===== config.mk =====
export PLATFORM = sky130hd
export DESIGN_NAME = ddp_top
export DESIGN_NICKNAME = d
export VERILOG_FILES = /design/src/include/ddp_pkg.sv /design/src/include/ddp_dec_if.sv /design/src/ddp_cmd_dec.sv /design/src/ddp_top.sv
export VERILOG_INCLUDE_DIRS = /design/src /design/src/include
export SDC_FILE = /design/constraint.sdc
export NUM_CORES = 1
export LEC_CHECK = 0
export ABC_AREA = 0
export BUFFER_PORTS_ARGS = -buffer_cell sky130_fd_sc_hd__buf_4
export CORE_ASPECT_RATIO = 0.75
export CORE_MARGIN = 2
export CORE_UTILIZATION = 54
export DETAILED_ROUTE_END_ITERATION = 8
export PLACE_DENSITY = 0.8
export SLEW_MARGIN = 40
export SYNTH_ARGS = -nofsm -noshare
export SYNTH_HDL_FRONTEND = slang
export SYNTH_SLANG_ARGS = --single-unit

===== constraint.sdc =====
create_clock -name I_CLK_SYS -period 2.65 [get_ports I_CLK_SYS]
set_input_delay 0 -clock I_CLK_SYS [delete_from_list [all_inputs] [get_ports I_CLK_SYS]]
set_output_delay 0 -clock I_CLK_SYS [all_outputs]
set_load 0.01 [all_outputs]

===== src/include/ddp_cfg.svh =====
// How it works
// - Sample inputs at true-rise, complement-fall crossing
// - Read data changes on both clock crossings
// - CKE high runs clocks, buffers, drivers
// - CKE low: idle gives precharge/self, open gives active
// - Edge-sampled entries; self refresh exits without clock
// - Power-down keeps only clock, ODT, CKE buffers
// - Self refresh keeps only the CKE buffer
// - Chip select high masks the command
// - Command decoded from CS, RAS, CAS, WE
// - ODT terminates only data, strobe, mask pins
// - ODT ignored when extended mode disables it
// - DM-high write beats are dropped except in RDQS mode
// - Mask sampled on both strobe edges
// - Extended mode picks mask or read strobe
// - Bank inputs select the command's bank
// - Bank inputs pick mode or extended register
// - Row on activate; column, auto-precharge on access
// - A10 high precharges all, else one bank
// - Mode set loads op-code from address
// - Read strobe edge-aligned; write strobe centred
// - EMR bit 10 zero selects differential strobes
`ifndef DDP_CFG_SVH
`define DDP_CFG_SVH

// ---------------------------------------------------------------
// Widths
// ---------------------------------------------------------------
`define DDP_ADDR_W     14
`define DDP_BA_W       2
`define DDP_COL_W      10
`define DDP_DQ_W       8
`define DDP_NBANK      4

// ---------------------------------------------------------------
// Field positions
// ---------------------------------------------------------------
`define DDP_AP_BIT       10
`define DDP_EMR_SE_BIT   10
`define DDP_EMR_RDQS_BIT 11
`define DDP_EMR_RTT0_BIT 2
`define DDP_EMR_RTT1_BIT 6

// ---------------------------------------------------------------
// Command codes {cs_n, ras_n, cas_n, we_n}
// ---------------------------------------------------------------
`define DDP_CODE_MRS   4'h0
`define DDP_CODE_REF   4'h1
`define DDP_CODE_PRE   4'h2
`define DDP_CODE_ACT   4'h3
`define DDP_CODE_WR    4'h4
`define DDP_CODE_RD    4'h5
`define DDP_CODE_NOP   4'h7

// ---------------------------------------------------------------
// Register selects and counts
// ---------------------------------------------------------------
`define DDP_SEL_MR     2'h0
`define DDP_SEL_EMR    2'h1
`define DDP_BANKS_ALL  4'hF
`define DDP_NO_BANKS   4'h0
`define DDP_BURST      4'h4
`define DDP_CNT_ZERO   4'h0
`define DDP_CNT_ONE    4'h1

`endif


===== src/include/ddp_pkg.sv =====
`include "ddp_cfg.svh"

package ddp_pkg;

  typedef enum logic [1:0] {
    PWR_ACTIVE,
    PWR_PRE_PD,
    PWR_ACT_PD,
    PWR_SELF_REF
  } ddp_pwr_t;

  typedef enum logic [2:0] {
    CMD_NONE,
    CMD_NOP,
    CMD_MRS,
    CMD_REF,
    CMD_PRE,
    CMD_ACT,
    CMD_WR,
    CMD_RD
  } ddp_cmd_t;

  typedef struct packed {
    logic                  ck;
    logic                  ck_n;
    logic                  cke;
    logic                  cs_n;
    logic                  ras_n;
    logic                  cas_n;
    logic                  we_n;
    logic                  odt;
    logic [`DDP_BA_W-1:0]   ba;
    logic [`DDP_ADDR_W-1:0] addr;
    logic                  dqs;
    logic                  dm;
    logic [`DDP_DQ_W-1:0]   dq;
  } ddp_pins_t;

  typedef struct packed {
    ddp_pins_t              s1;
    ddp_pins_t              s2;
    logic                   ckx_prev;
    logic                   dqs_prev;
    logic                   cke_q;
    ddp_pwr_t               pwr;
    logic [`DDP_NBANK-1:0]   open_banks;
    logic [`DDP_ADDR_W-1:0]  mr;
    logic [`DDP_ADDR_W-1:0]  emr;
    logic                   odt_q;
    logic                   cmd_v;
    logic [3:0]             code;
    logic [`DDP_BA_W-1:0]    bank;
    logic [`DDP_ADDR_W-1:0]  row;
    logic [`DDP_COL_W-1:0]   col;
    logic                   auto_pre;
    logic [3:0]             wr_left;
    logic [3:0]             rd_left;
    logic                   wr_beat;
    logic                   wr_we;
    logic [`DDP_DQ_W-1:0]    wr_data;
    logic                   rd_req;
    logic                   rd_dqs;
    logic [`DDP_DQ_W-1:0]    dq_out;
    logic                   dq_oe;
  } ddp_state_t;

  function automatic logic [`DDP_NBANK-1:0] ddp_bank_hot(
    input logic [`DDP_BA_W-1:0] ba
  );
    ddp_bank_hot = `DDP_NBANK'(1) << ba;
  endfunction : ddp_bank_hot

endpackage : ddp_pkg


===== src/include/ddp_dec_if.sv =====
`timescale 1ns/1ps
`include "ddp_cfg.svh"

interface ddp_dec_if;
  import ddp_pkg::*;
  logic                  en;
  logic [3:0]            code;
  logic [`DDP_BA_W-1:0]   ba;
  logic [`DDP_ADDR_W-1:0] addr;
  ddp_cmd_t              cmd;
  logic [`DDP_NBANK-1:0]  bank_hot;
  logic [`DDP_NBANK-1:0]  pre_mask;
  logic                  auto_pre;
  logic                  sel_mr;
  logic                  sel_emr;

  modport dec (
    input  en, code, ba, addr,
    output cmd, bank_hot, pre_mask, auto_pre, sel_mr, sel_emr
  );
  modport use_side (
    output en, code, ba, addr,
    input  cmd, bank_hot, pre_mask, auto_pre, sel_mr, sel_emr
  );
endinterface : ddp_dec_if


===== src/ddp_cmd_dec.sv =====
`timescale 1ns/1ps
`include "ddp_cfg.svh"

module ddp_cmd_dec
  import ddp_pkg::*;
(
  ddp_dec_if.dec d
);

  // ---------------------------------------------------------------
  // Command decode
  // ---------------------------------------------------------------
  always_comb
  begin
    d.cmd = CMD_NONE;
    if (d.en)
    begin
      case (d.code)
        `DDP_CODE_MRS: d.cmd = CMD_MRS;
        `DDP_CODE_REF: d.cmd = CMD_REF;
        `DDP_CODE_PRE: d.cmd = CMD_PRE;
        `DDP_CODE_ACT: d.cmd = CMD_ACT;
        `DDP_CODE_WR:  d.cmd = CMD_WR;
        `DDP_CODE_RD:  d.cmd = CMD_RD;
        `DDP_CODE_NOP: d.cmd = CMD_NOP;
        default:       d.cmd = CMD_NONE;
      endcase
    end
  end

  // ---------------------------------------------------------------
  // Bank and address fields
  // ---------------------------------------------------------------
  assign d.bank_hot = ddp_bank_hot(d.ba);
  assign d.auto_pre = d.addr[`DDP_AP_BIT];
  assign d.pre_mask = d.addr[`DDP_AP_BIT] ? `DDP_BANKS_ALL
                                          : ddp_bank_hot(d.ba);
  assign d.sel_mr   = (d.ba == `DDP_SEL_MR);
  assign d.sel_emr  = (d.ba == `DDP_SEL_EMR);

endmodule : ddp_cmd_dec


===== src/ddp_top.sv =====
`timescale 1ns/1ps
`include "ddp_cfg.svh"

module ddp_top
  import ddp_pkg::*;
(
  input  wire logic                   I_CLK_SYS,
  input  wire logic                   I_RESET_N,
  input  wire logic                   I_CK,
  input  wire logic                   I_CK_N,
  input  wire logic                   I_CKE,
  input  wire logic                   I_CS_N,
  input  wire logic                   I_RAS_N,
  input  wire logic                   I_CAS_N,
  input  wire logic                   I_WE_N,
  input  wire logic                   I_ODT,
  input  wire logic [`DDP_BA_W-1:0]   I_BA,
  input  wire logic [`DDP_ADDR_W-1:0] I_ADDR,
  input  wire logic                   I_DM,
  input  wire logic                   I_DQS,
  output      logic                   O_DQS,
  output      logic                   O_DQS_OE,
  output      logic                   O_DQS_N,
  output      logic                   O_DQS_N_OE,
  input  wire logic [`DDP_DQ_W-1:0]   I_DQ,
  output      logic [`DDP_DQ_W-1:0]   O_DQ,
  output      logic                   O_DQ_OE,
  input  wire logic [`DDP_DQ_W-1:0]   I_RD_DATA,
  output      logic                   O_RD_REQ,
  output      logic                   O_WR_BEAT,
  output      logic                   O_WR_WE,
  output      logic [`DDP_DQ_W-1:0]   O_WR_DATA,
  output      logic                   O_CMD_VALID,
  output      logic [3:0]             O_CMD_CODE,
  output      logic [`DDP_BA_W-1:0]   O_BANK,
  output      logic [`DDP_ADDR_W-1:0] O_ROW,
  output      logic [`DDP_COL_W-1:0]  O_COL,
  output      logic                   O_AUTO_PRE,
  output      logic [`DDP_NBANK-1:0]  O_OPEN_BANKS,
  output      logic [1:0]             O_PWR_STATE,
  output      logic                   O_CLK_RUN,
  output      logic                   O_IBUF_CMD_EN,
  output      logic                   O_IBUF_CK_EN,
  output      logic                   O_TERM_EN,
  output      logic                   O_DM_IS_RDQS,
  output      logic                   O_DQS_DIFF,
  output      logic [`DDP_ADDR_W-1:0] O_MODE_REG,
  output      logic [`DDP_ADDR_W-1:0] O_EXT_MODE_REG
);

  // ---------------------------------------------------------------
  // State and pin capture
  // ---------------------------------------------------------------
  ddp_state_t st;
  ddp_state_t next_st;
  ddp_pins_t  pins;
  logic       ckx;
  logic       ck_rise;
  logic       ck_fall;
  logic       dqs_edge;
  logic       rtt_on;
  logic       rdqs_mode;

  ddp_dec_if dec_if ();

  ddp_cmd_dec u_dec (
    .d (dec_if)
  );

  always_comb
  begin
    pins       = '0;
    pins.ck    = I_CK;
    pins.ck_n  = I_CK_N;
    pins.cke   = I_CKE;
    pins.cs_n  = I_CS_N;
    pins.ras_n = I_RAS_N;
    pins.cas_n = I_CAS_N;
    pins.we_n  = I_WE_N;
    pins.odt   = I_ODT;
    pins.ba    = I_BA;
    pins.addr  = I_ADDR;
    pins.dqs   = I_DQS;
    pins.dm    = I_DM;
    pins.dq    = I_DQ;
  end

  // ---------------------------------------------------------------
  // Clock crossing detect
  // ---------------------------------------------------------------
  assign ckx       = st.s2.ck & ~st.s2.ck_n;
  assign ck_rise   = ckx & ~st.ckx_prev;
  assign ck_fall   = ~ckx & st.ckx_prev;
  assign dqs_edge  = st.s2.dqs ^ st.dqs_prev;
  assign rtt_on    = st.emr[`DDP_EMR_RTT0_BIT] |
                     st.emr[`DDP_EMR_RTT1_BIT];
  assign rdqs_mode = st.emr[`DDP_EMR_RDQS_BIT];

  assign dec_if.en   = (st.pwr == PWR_ACTIVE) & ck_rise & st.s2.cke;
  assign dec_if.code = {st.s2.cs_n, st.s2.ras_n, st.s2.cas_n,
                        st.s2.we_n};
  assign dec_if.ba   = st.s2.ba;
  assign dec_if.addr = st.s2.addr;

  // ---------------------------------------------------------------
  // Next state
  // ---------------------------------------------------------------
  always_comb
  begin
    next_st          = st;
    next_st.s1       = pins;
    next_st.s2       = st.s1;
    next_st.ckx_prev = ckx;
    next_st.dqs_prev = st.s2.dqs;
    next_st.cmd_v    = 1'b0;
    next_st.wr_beat  = 1'b0;
    next_st.wr_we    = 1'b0;
    next_st.rd_req   = 1'b0;
    case (st.pwr)
      PWR_ACTIVE:
      begin
        if (ck_rise)
        begin
          next_st.cke_q = st.s2.cke;
          if (st.cke_q && !st.s2.cke)
          begin
            if (st.open_banks != `DDP_NO_BANKS)
              next_st.pwr = PWR_ACT_PD;
            else if (st.s2.cs_n == 1'b0 &&
                     dec_if.code == `DDP_CODE_REF)
              next_st.pwr = PWR_SELF_REF;
            else
              next_st.pwr = PWR_PRE_PD;
            next_st.rd_left = `DDP_CNT_ZERO;
            next_st.wr_left = `DDP_CNT_ZERO;
            next_st.dq_oe   = 1'b0;
          end
          else if (st.cke_q && dec_if.cmd != CMD_NONE)
          begin
            next_st.cmd_v    = 1'b1;
            next_st.code     = dec_if.code;
            next_st.bank     = st.s2.ba;
            next_st.row      = st.s2.addr;
            next_st.col      = st.s2.addr[`DDP_COL_W-1:0];
            next_st.auto_pre = dec_if.auto_pre;
            case (dec_if.cmd)
              CMD_ACT:
                next_st.open_banks = st.open_banks |
                                     dec_if.bank_hot;
              CMD_PRE:
                next_st.open_banks = st.open_banks &
                                     ~dec_if.pre_mask;
              CMD_RD:
              begin
                next_st.rd_left = `DDP_BURST;
                if (dec_if.auto_pre)
                  next_st.open_banks = st.open_banks &
                                       ~dec_if.bank_hot;
              end
              CMD_WR:
              begin
                next_st.wr_left = `DDP_BURST;
                if (dec_if.auto_pre)
                  next_st.open_banks = st.open_banks &
                                       ~dec_if.bank_hot;
              end
              CMD_MRS:
              begin
                if (dec_if.sel_mr)
                  next_st.mr = st.s2.addr;
                else if (dec_if.sel_emr)
                  next_st.emr = st.s2.addr;
              end
              default:
                next_st.open_banks = st.open_banks;
            endcase
          end
        end
        // Read beats on both crossings, strobe edge-aligned
        if ((ck_rise || ck_fall) && st.pwr == PWR_ACTIVE)
        begin
          if (st.rd_left != `DDP_CNT_ZERO && next_st.pwr == PWR_ACTIVE)
          begin
            next_st.dq_out  = I_RD_DATA;
            next_st.rd_dqs  = ckx;
            next_st.dq_oe   = 1'b1;
            next_st.rd_req  = 1'b1;
            next_st.rd_left = st.rd_left - `DDP_CNT_ONE;
          end
          else if (st.rd_left == `DDP_CNT_ZERO)
          begin
            next_st.dq_oe  = 1'b0;
            next_st.rd_dqs = 1'b0;
          end
        end
        // Write beats on both strobe edges
        if (dqs_edge && st.wr_left != `DDP_CNT_ZERO &&
            next_st.pwr == PWR_ACTIVE)
        begin
          next_st.wr_beat = 1'b1;
          next_st.wr_data = st.s2.dq;
          next_st.wr_we   = ~(st.s2.dm & ~rdqs_mode);
          next_st.wr_left = st.wr_left - `DDP_CNT_ONE;
        end
      end
      PWR_PRE_PD, PWR_ACT_PD:
      begin
        if (ck_rise && st.s2.cke)
        begin
          next_st.pwr   = PWR_ACTIVE;
          next_st.cke_q = 1'b1;
        end
      end
      PWR_SELF_REF:
      begin
        if (st.s2.cke)
        begin
          next_st.pwr   = PWR_ACTIVE;
          next_st.cke_q = 1'b1;
        end
      end
      default:
        next_st.pwr = PWR_ACTIVE;
    endcase
    // Termination control sampled except in self refresh
    if (st.pwr == PWR_SELF_REF)
      next_st.odt_q = 1'b0;
    else if (ck_rise)
      next_st.odt_q = st.s2.odt;
  end

  always_ff @(posedge I_CLK_SYS)
  begin
    if (!I_RESET_N)
      st <= '0;
    else
      st <= next_st;
  end

  // ---------------------------------------------------------------
  // Outputs
  // ---------------------------------------------------------------
  assign O_DQ           = st.dq_out;
  assign O_DQ_OE        = st.dq_oe;
  assign O_DQS          = st.rd_dqs;
  assign O_DQS_OE       = st.dq_oe;
  assign O_DQS_N        = ~st.rd_dqs;
  assign O_DQS_N_OE     = st.dq_oe & ~st.emr[`DDP_EMR_SE_BIT];
  assign O_RD_REQ       = st.rd_req;
  assign O_WR_BEAT      = st.wr_beat;
  assign O_WR_WE        = st.wr_we;
  assign O_WR_DATA      = st.wr_data;
  assign O_CMD_VALID    = st.cmd_v;
  assign O_CMD_CODE     = st.code;
  assign O_BANK         = st.bank;
  assign O_ROW          = st.row;
  assign O_COL          = st.col;
  assign O_AUTO_PRE     = st.auto_pre;
  assign O_OPEN_BANKS   = st.open_banks;
  assign O_PWR_STATE    = st.pwr;
  assign O_CLK_RUN      = (st.pwr == PWR_ACTIVE);
  assign O_IBUF_CMD_EN  = (st.pwr == PWR_ACTIVE);
  assign O_IBUF_CK_EN   = (st.pwr != PWR_SELF_REF);
  assign O_TERM_EN      = st.odt_q & rtt_on &
                          (st.pwr != PWR_SELF_REF);
  assign O_DM_IS_RDQS   = rdqs_mode;
  assign O_DQS_DIFF     = ~st.emr[`DDP_EMR_SE_BIT];
  assign O_MODE_REG     = st.mr;
  assign O_EXT_MODE_REG = st.emr;
endmodule : ddp_top

==> results_dict.tcl, run 1 <==
set metrics [dict create \
    cts.sinks 156 \
    wl_per_cell_um 14.9 \
    clk_pin_slew_ns 0.06 \
    slew_headroom 0.563 \
    wl_um 13600 \
    grt_setup_unrepaired "no" \
    ys_ff_latch 156 \
    synth-seq-area-share 0.504 \
    postCtsSetupBuffers 0 \
    cp-start-kind "flop" \
    overflow 0 \
    synth_area_leaders "dfxtp_1, buf_4, and2_1" \
    final_common_cell "dfxtp_1" \
    cts_tree "built" \
    hold_path.class "in -> reg" \
    grt_pass1_vias 4384 \
    drt_iter0_markers 326 \
    vias 4684 \
    antennaDiodeCount 0 \
    grt_usage 0.221 \
    setup_viol 0 \
    seqPwrFrac 0.490 \
    synth_ff_type "dfxtp_1" \
    dp_cells 843 \
    drv_cap 0 \
    drive_gt1_frac 0.241 \
    netlist_instances 675 \
    ant_nets 0 \
    setup_tns_ns 0 \
    die_h_um 96.8 \
    syn-num-nets 724 \
    ios 140 \
    area_delta_synth_final_pct 24.2 \
    root_buffer "clkbuf_16" \
    slew_viol_final 0 \
    finalClockSkew_ns 0.00656 \
    period_share 0.887 \
    min_period_ns 2.35 \
    grt_max_degree 79 \
    avgViaCountPerCell 5.11 \
    switching_share 0.211 \
    io_buffer_count 139 \
    cts_made_buffers 17 \
    dieArea_mm2 0.0124 \
    cts_max_level 4 \
    async_reset_ff_frac 0 \
    fmax_mhz 425 \
    p_sw_uw 1050 \
    gp_congestion 0.872 \
    ir_worst_vdd_mv 0.423 \
    hpwl_um 8940 \
    clock_power_share 0.464 \
    start_util 0.560 \
    end_kind "flop" \
    antenna_found_initial 0 \
    hold_viol 0 \
    nets 813 \
    cp_data_arrival_time_ns 2.70 \
    drc 0 \
    die-width_um 128 \
    clk-insertion-delay-late_ns 0.41 \
    core_area_mm2 0.0111 \
    critPathMaxFanout 8 \
    cp_data_required_time_ns 3.00 \
    netlist-cell-type-count 58 \
    yosysTopAreaCell "dfxtp_1" \
    power.density_mw_per_mm2 645 \
    avgSynthCellArea_um2 9.18 \
    path_class "reg -> reg" \
    pwr-share-comb 0.046 \
    synth_edf_count 0 \
    p_leak_uw 0.00337 \
    nFillCells 826 \
    final_cell_mix "dfxtp_1, buf_4, and2_1" \
    synthesis.area_mm2 0.00620 \
    grt_first_pass_wirelength_um 21800 \
    p_int_uw 3920 \
    clock_path_buffers 2 \
    tightestPinTransition_ns 0.650 \
    dr.pass1.iters 4 \
    stdcell_count 916 \
    ys_warn_count 0 \
    rows 33 \
    netlist.area_leader.share 0.504 \
    status "complete, no violations" \
]
==> final cells by class <==
| class | instances | area (um^2) | share of cell area |
|---|---|---|---|
| sequential | 156 | 3120 | 0.406 |
| multi-input combinational | 384 | 2240 | 0.291 |
| timing repair buffer | 190 | 1530 | 0.199 |
| clock buffer | 22 | 484 | 0.0629 |
| tap | 140 | 175 | 0.0228 |
| clock inverter | 9 | 88.8 | 0.0115 |
| inverter | 15 | 58.8 | 0.00764 |
==> worst paths after layout <==
kind	start	to	slack, ns	cells after the start
worst min register to register	next_st[121]$_SDFF_PN0_	dec_if.addr[12]$_SDFF_PN0_	0.43	1
worst max register to register	st[132]$_SDFF_PN0_	O_OPEN_BANKS[0]$_SDFFE_PN0P_	0.30	6
worst min-delay path	I_RESET_N	O_MODE_REG[7]$_SDFFE_PN0P_	0.10	3
worst max-delay path	st[132]$_SDFF_PN0_	O_OPEN_BANKS[0]$_SDFFE_PN0P_	0.30	6
==> power by group through the flow <==
stage | combinational [uW] | sequential [uW] | clock [uW]
after floorplan | 109 | 2470 | 0
after global placement | 174 | 2480 | 0
after detailed placement | 179 | 2480 | 0
after CTS | 229 | 2430 | 2330
after global routing | 251 | 2440 | 2440
final | 230 | 2430 | 2310
==> worst max-delay path, cell delays in order (launching register included) <==
cell	delay, ns
dfxtp_1	0.31
nor2b_1	0.24
ha_1	0.35
and4b_1	0.43
nand2_4	0.09
nor4_1	0.59
a32o_1	0.27
==> sequential cells by signal (all words and copies together) (netlist names), 8 cells and up <==
signal          flops
O_ROW              14
O_MODE_REG         14
st                 25
O_WR_DATA           8
next_st            35
O_EXT_MODE_REG     14
O_DQ                8
dec_if.addr        14
==> routing by layer <==
metal	up-vias	part of all wire	global-route usage	routed length (um)
li1	2313	-	-	-
met1	2155	0.45	0.293	6080
met2	192	0.46	0.354	6310
met3	24	0.072	0.0542	982
met4	0	0.019	0.0744	257
met5	-	0	0	0
==> cell families after synthesis <==
group,synth area share
buffers and inverters,0.136
flip-flops,0.504
AO/OA/AOI/OAI,0.0991
AND/OR/NAND/NOR,0.212
multiplexers,0.0323
adder cells (fa/ha/maj),0.0101
XOR/XNOR,0.00687
==> repair_timing <==
action                                  4_1_cts  5_1_grt
endpoints found under the hold margin        42        0
hold buffers                                 42        0
resized for setup                             0        1
endpoints found under the setup margin        0        3
==> synth_stat cells, types with 3 or more instances <==
master / n
dfxtp_1: 156
buf_4: 84
and2_1: 75
nand2_1: 71
nor2_1: 63
a21oi_1: 49
clkbuf_1: 22
mux2i_1: 20
nand3_1: 16
inv_1: 14
buf_2: 11
o21ai_0: 10
nor2b_1: 6
ha_1: 5
nor3_1: 5
o21a_1: 5
nand2b_1: 3
nand4b_1: 3
o31ai_1: 3
xor2_1: 3
==> metrics by stage <==
stage | cell area, um^2 | power (uW) | hold slack (ns) | utilization | setup WS, ns
after floorplan | 6200 | 2570 | 0.127 | - | 0.736
after global placement | 6700 | 2650 | 0.208 | 0.605 | 0.454
after detailed placement | 6700 | 2660 | 0.211 | 0.605 | 0.346
after CTS | 7690 | 4990 | 0.0989 | 0.695 | 0.321
after global routing | 7700 | 5130 | 0.129 | 0.696 | 0.0927
final | 7700 | 4970 | 0.104 | 0.696 | 0.299
(Power assumes the default switching activity.)
==> run 2, diff against run 1 <==
CORE_ASPECT_RATIO = 0.6   (was 0.75)
==> results_dict.tcl, run 2 (synthesis results as in run 1) <==
set metrics [dict create \
    status "complete, no violations" \
    clk_pin_slew_ns 0.07 \
    cts_max_level 4 \
    area_delta_synth_final_pct 24.1 \
    antennaDiodeCount 0 \
    critPathLaunch "st[132]$_SDFF_PN0_" \
    power.density_mw_per_mm2 640 \
    vias 4672 \
    gp_congestion 0.845 \
    reg2regPathDepth 6 \
    ir_worst_vdd_mv 0.483 \
    wl_um 13800 \
    cp_data_arrival_time_ns 2.78 \
    clk-insertion-delay-late_ns 0.42 \
    r2r-end "O_OPEN_BANKS[0]$_SDFFE_PN0P_" \
    dieArea_mm2 0.0124 \
    antenna_found_initial 0 \
    p_leak_uw 0.00337 \
    postCtsSetupBuffers 0 \
    end_kind "flop" \
    critPathMaxFanout 9 \
    die_h_um 87.0 \
    dr.pass1.iters 5 \
    critPathCapture "O_OPEN_BANKS[0]$_SDFFE_PN0P_" \
    start_util 0.550 \
    cts_tree "built" \
    avgViaCountPerCell 5.07 \
    ios 140 \
    cts_made_buffers 17 \
    rrSetupSlack_ns 0.22 \
    final_common_cell "dfxtp_1" \
    io_buffer_count 139 \
    fmax_mhz 411 \
    clock_path_buffers 2 \
    core_area_mm2 0.0113 \
    drv_cap 0 \
    hold_path.class "in -> reg" \
    setup_tns_ns 0 \
    grt_first_pass_wirelength_um 22000 \
    ant_nets 0 \
    grt_pass1_vias 4385 \
    finalClockSkew_ns 0.0106 \
    cp_data_required_time_ns 3.00 \
    r2r_start "st[132]$_SDFF_PN0_" \
    overflow 0 \
    hold_viol 0 \
    drive_gt1_frac 0.243 \
    rows 30 \
    drc 0 \
    design_area_mm2 0.00769 \
    cp-start-kind "flop" \
    die-width_um 142 \
    nets 814 \
    slew_headroom 0.507 \
    drt_iter0_markers 334 \
    grt_max_degree 80 \
    root_buffer "clkbuf_16" \
    hpwl_um 9330 \
    tightestPinTransition_ns 0.733 \
    path_class "reg -> reg" \
    period_share 0.918 \
    min_period_ns 2.43 \
    grt_setup_unrepaired "no" \
    setup_viol 0 \
    largest_register_ffs 35 \
    wl_per_cell_um 15.0 \
    nFillCells 922 \
    final_cell_mix "dfxtp_1, buf_4, and2_1" \
    slew_viol_final 0 \
    cts.sinks 156 \
    dpl_cell_area_mm2 0.00671 \
    grt_usage 0.230 \
]
[run 2: cell types whose count changed in the layout (fill, tap and decap cells not counted)]
cell / previous run / this run
inv_6: 0 / 6
clkbuf_8: 4 / 2
clkinv_4: 3 / 1
buf_4: 148 / 149
bufinv_16: 1 / 0
inv_4: 1 / 0
inv_8: 0 / 1
[run 2: how the worst min path moves through the flow]
stage / from / to / slack (ns) / cells past startpoint
floorplan: I_DQ[1] / next_st[100]$_SDFF_PN0_ / 0.13 / 1
finish: I_RESET_N / O_WR_DATA[4]$_SDFFE_PN0P_ / 0.26 / 3
global placement: I_ADDR[3] / next_st[112]$_SDFF_PN0_ / 0.21 / 2
CTS: I_RESET_N / O_MODE_REG[2]$_SDFFE_PN0P_ / 0.18 / 3
detailed placement: I_ADDR[4] / next_st[113]$_SDFF_PN0_ / 0.21 / 2
global route: I_RESET_N / next_st[107]$_SDFF_PN0_ / 0.31 / 3
[run 2: layout make-up]
cell class	count	area, um^2	area share
Tap cell	144	180	0.0234
Clock buffer	20	457	0.0594
Timing Repair Buffer	191	1540	0.200
Clock inverter	12	100	0.0130
Inverter	15	57.6	0.00748
Multi-Input combinational cell	384	2240	0.291
Sequential cell	156	3120	0.406
[run 2: metal layers]
layer | GRT usage | share of wire | up-vias
li1 | - | - | 2307
met4 | 0.0792 | 0.014 | 0
met3 | 0.0682 | 0.069 | 17
met1 | 0.307 | 0.46 | 2173
met2 | 0.359 | 0.46 | 175
met5 | 0 | 0 | -
[run 2: where the power goes]
part           internal (uW)  switching (uW)  total, uW
clock network           1270             990       2260
logic                    134            94.9        229
registers               2400            36.5       2430
[run 2: timing repair]
| item | 4_1_cts | 5_1_grt |
|---|---|---|
| hold endpoints to repair | 42 | 0 |
| setup endpoints to repair | 0 | 2 |
| gates resized for setup | 0 | 1 |
| hold buffers | 42 | 0 |
[run 2: worst max-delay path: stages (launching register included)]
cell	delay, ns
dfxtp_1	0.30
nor2b_1	0.23
ha_1	0.36
and4b_1	0.44
nand2_4	0.08
nor4_1	0.66
a32o_1	0.28
[run 2: through the flow]
step           hold WS (ns)   util  cells  power [uW]  setup slack, ns
5_1_grt               0.309  0.683    922        5100           0.0359
2_1_floorplan         0.127      -    675        2570            0.736
6_report              0.261  0.683    922        4920            0.218
3_5_place_dp          0.211  0.596    848        2660            0.202
3_3_place_gp          0.209  0.596    848        2660            0.417
4_1_cts               0.182  0.683    922        4960            0.132
==> run 3, diff against run 2 <==
CORE_UTILIZATION = 35   (was 54)
PLACE_DENSITY = not set   (was 0.8)
==> results_dict.tcl, run 3 (synthesis results as in run 1) <==
set metrics [dict create \
    hold_viol 0 \
    io_buffer_count 139 \
    rows 37 \
    root_buffer "clkbuf_16" \
    die_h_um 107 \
    r2r_start "O_PWR_STATE[0]$_SDFFE_PN0P_" \
    clk-insertion-delay-late_ns 0.42 \
    wl_per_cell_um 14.3 \
    worst_path_dominant_cell_family "simple AND/OR/NAND/NOR gates" \
    r2r-end "st[21]$_SDFFE_PN0N_" \
    power.density_mw_per_mm2 647 \
    slew_headroom 0.515 \
    rrSetupSlack_ns 0.31 \
    dr.pass1.iters 6 \
    die-width_um 176 \
    area_delta_synth_final_pct 26.7 \
    ir_worst_vdd_mv 0.475 \
    hold_path.class "in -> reg" \
    gp_congestion 0.828 \
    final_cell_mix "dfxtp_1, buf_4, and2_1" \
    ios 140 \
    hpwl_um 10100 \
    setup_tns_ns 0 \
    cts_tree "built" \
    grt_setup_unrepaired "no" \
    avgViaCountPerCell 4.55 \
    worstHoldStart "I_DQ[1]" \
    slowest_stage "nor4b_1" \
    drc 0 \
    stdcell_count 1014 \
    status "complete, no violations" \
    holdPathStages 3 \
    dieArea_mm2 0.0188 \
    cp_data_arrival_time_ns 2.65 \
    path_class "reg -> reg" \
    drive_gt1_frac 0.242 \
    cp_data_required_time_ns 2.96 \
    grt_usage 0.157 \
    vias 4617 \
    tightestPinTransition_ns 0.728 \
    core_area_mm2 0.0172 \
    path_cells "inv_1 -> ha_1 -> nor4b_1 -> nand3_1 -> a211oi_1" \
    whs_ns 0.324 \
    drv_cap 0 \
    finalClockSkew_ns 0.0158 \
    slew_viol_final 0 \
    final_common_cell "dfxtp_1" \
    nFillCells 1650 \
    antenna_found_initial 0 \
    start_util 0.360 \
    cts_made_buffers 17 \
    ant_nets 0 \
    cp-start-kind "flop" \
    critPathMaxFanout 11 \
    p_leak_uw 0.00339 \
    ctsResizeCount 0 \
    nets 816 \
    hold_buffers 43 \
    largest_register_ffs 35 \
    reg2regPathDepth 5 \
    grt_pass1_vias 4463 \
    period_share 0.883 \
    cts_max_level 4 \
    overflow 0 \
    min_period_ns 2.34 \
    postCtsSetupBuffers 0 \
    slowest_delay_ns 0.58 \
    cts.sinks 156 \
    antennaDiodeCount 0 \
    grt_first_pass_wirelength_um 23000 \
    holdPathEnd "next_st[100]$_SDFF_PN0_" \
    clock_path_buffers 2 \
    end_kind "flop" \
    design_area_mm2 0.00785 \
    dpl_cell_area_mm2 0.00683 \
    dp_cells 939 \
    wl_um 14500 \
    setup_viol 0 \
    worst-path-buf-inv 1 \
    drt_iter0_markers 237 \
    clk_pin_slew_ns 0.07 \
    grt_max_degree 71 \
    fmax_mhz 427 \
]
run 3: cell types whose count changed in the layout (fill, tap and decap cells not counted), sizes merged:
cell	previous run	this run
buf	149	150
bufinv	0	2
clkbuf	20	18
clkinv	3	4
dlygate4sd3	42	43
inv	21	20
run 3: final cells by class:
type	count	area, um^2	area share
inverters	15	58.8	0.00749
multi-input cells	384	2230	0.284
clock buffers	18	429	0.0547
clock inverters	14	160	0.0204
well taps	234	293	0.0373
repair buffers	193	1560	0.198
flip-flops and latches	156	3120	0.398
run 3: report_power, final:
part	leakage, uW	switching (uW)	internal, uW
logic	0.00184	98.5	135
registers	0.00127	36.1	2400
clock network	0.000280	1000	1410
run 3: worst register-to-register path, stage by stage, from the launching register on:
cell      delay [ns]
dfxtp_1         0.37
inv_1           0.09
ha_1            0.34
nor4b_1         0.58
nand3_1         0.49
a211oi_1        0.38
run 3: worst max-delay path by stage:
stage,cells after the start,endpoint,slack (ns),start
3_3_place_gp,7,O_OPEN_BANKS[3]$_SDFFE_PN0P_,0.45,st[132]$_SDFF_PN0_
2_1_floorplan,7,O_OPEN_BANKS[0]$_SDFFE_PN0P_,0.74,st[132]$_SDFF_PN0_
5_1_grt,5,st[21]$_SDFFE_PN0N_,0.06,O_PWR_STATE[0]$_SDFFE_PN0P_
4_1_cts,5,st[21]$_SDFFE_PN0N_,0.33,O_PWR_STATE[0]$_SDFFE_PN0P_
6_report,5,st[21]$_SDFFE_PN0N_,0.31,O_PWR_STATE[0]$_SDFFE_PN0P_
3_5_place_dp,7,O_OPEN_BANKS[0]$_SDFFE_PN0P_,0.38,st[132]$_SDFF_PN0_
run 3: metal layers:
metal | global-route usage | wire length [um] | up-vias
li1 | - | - | 2329
met1 | 0.220 | 7320 | 2132
met2 | 0.236 | 6100 | 138
met3 | 0.0418 | 892 | 18
met4 | 0.0478 | 162 | 0
met5 | 0 | 0 | -
run 3: per-stage QoR:
stage	utilization	total power [uW]	setup slack, ns
finish	0.456	5080	0.310
global route	0.456	5270	0.0581
CTS	0.456	5150	0.334
detailed placement	0.397	2670	0.382
global placement	0.397	2670	0.450
floorplan	-	2570	0.736
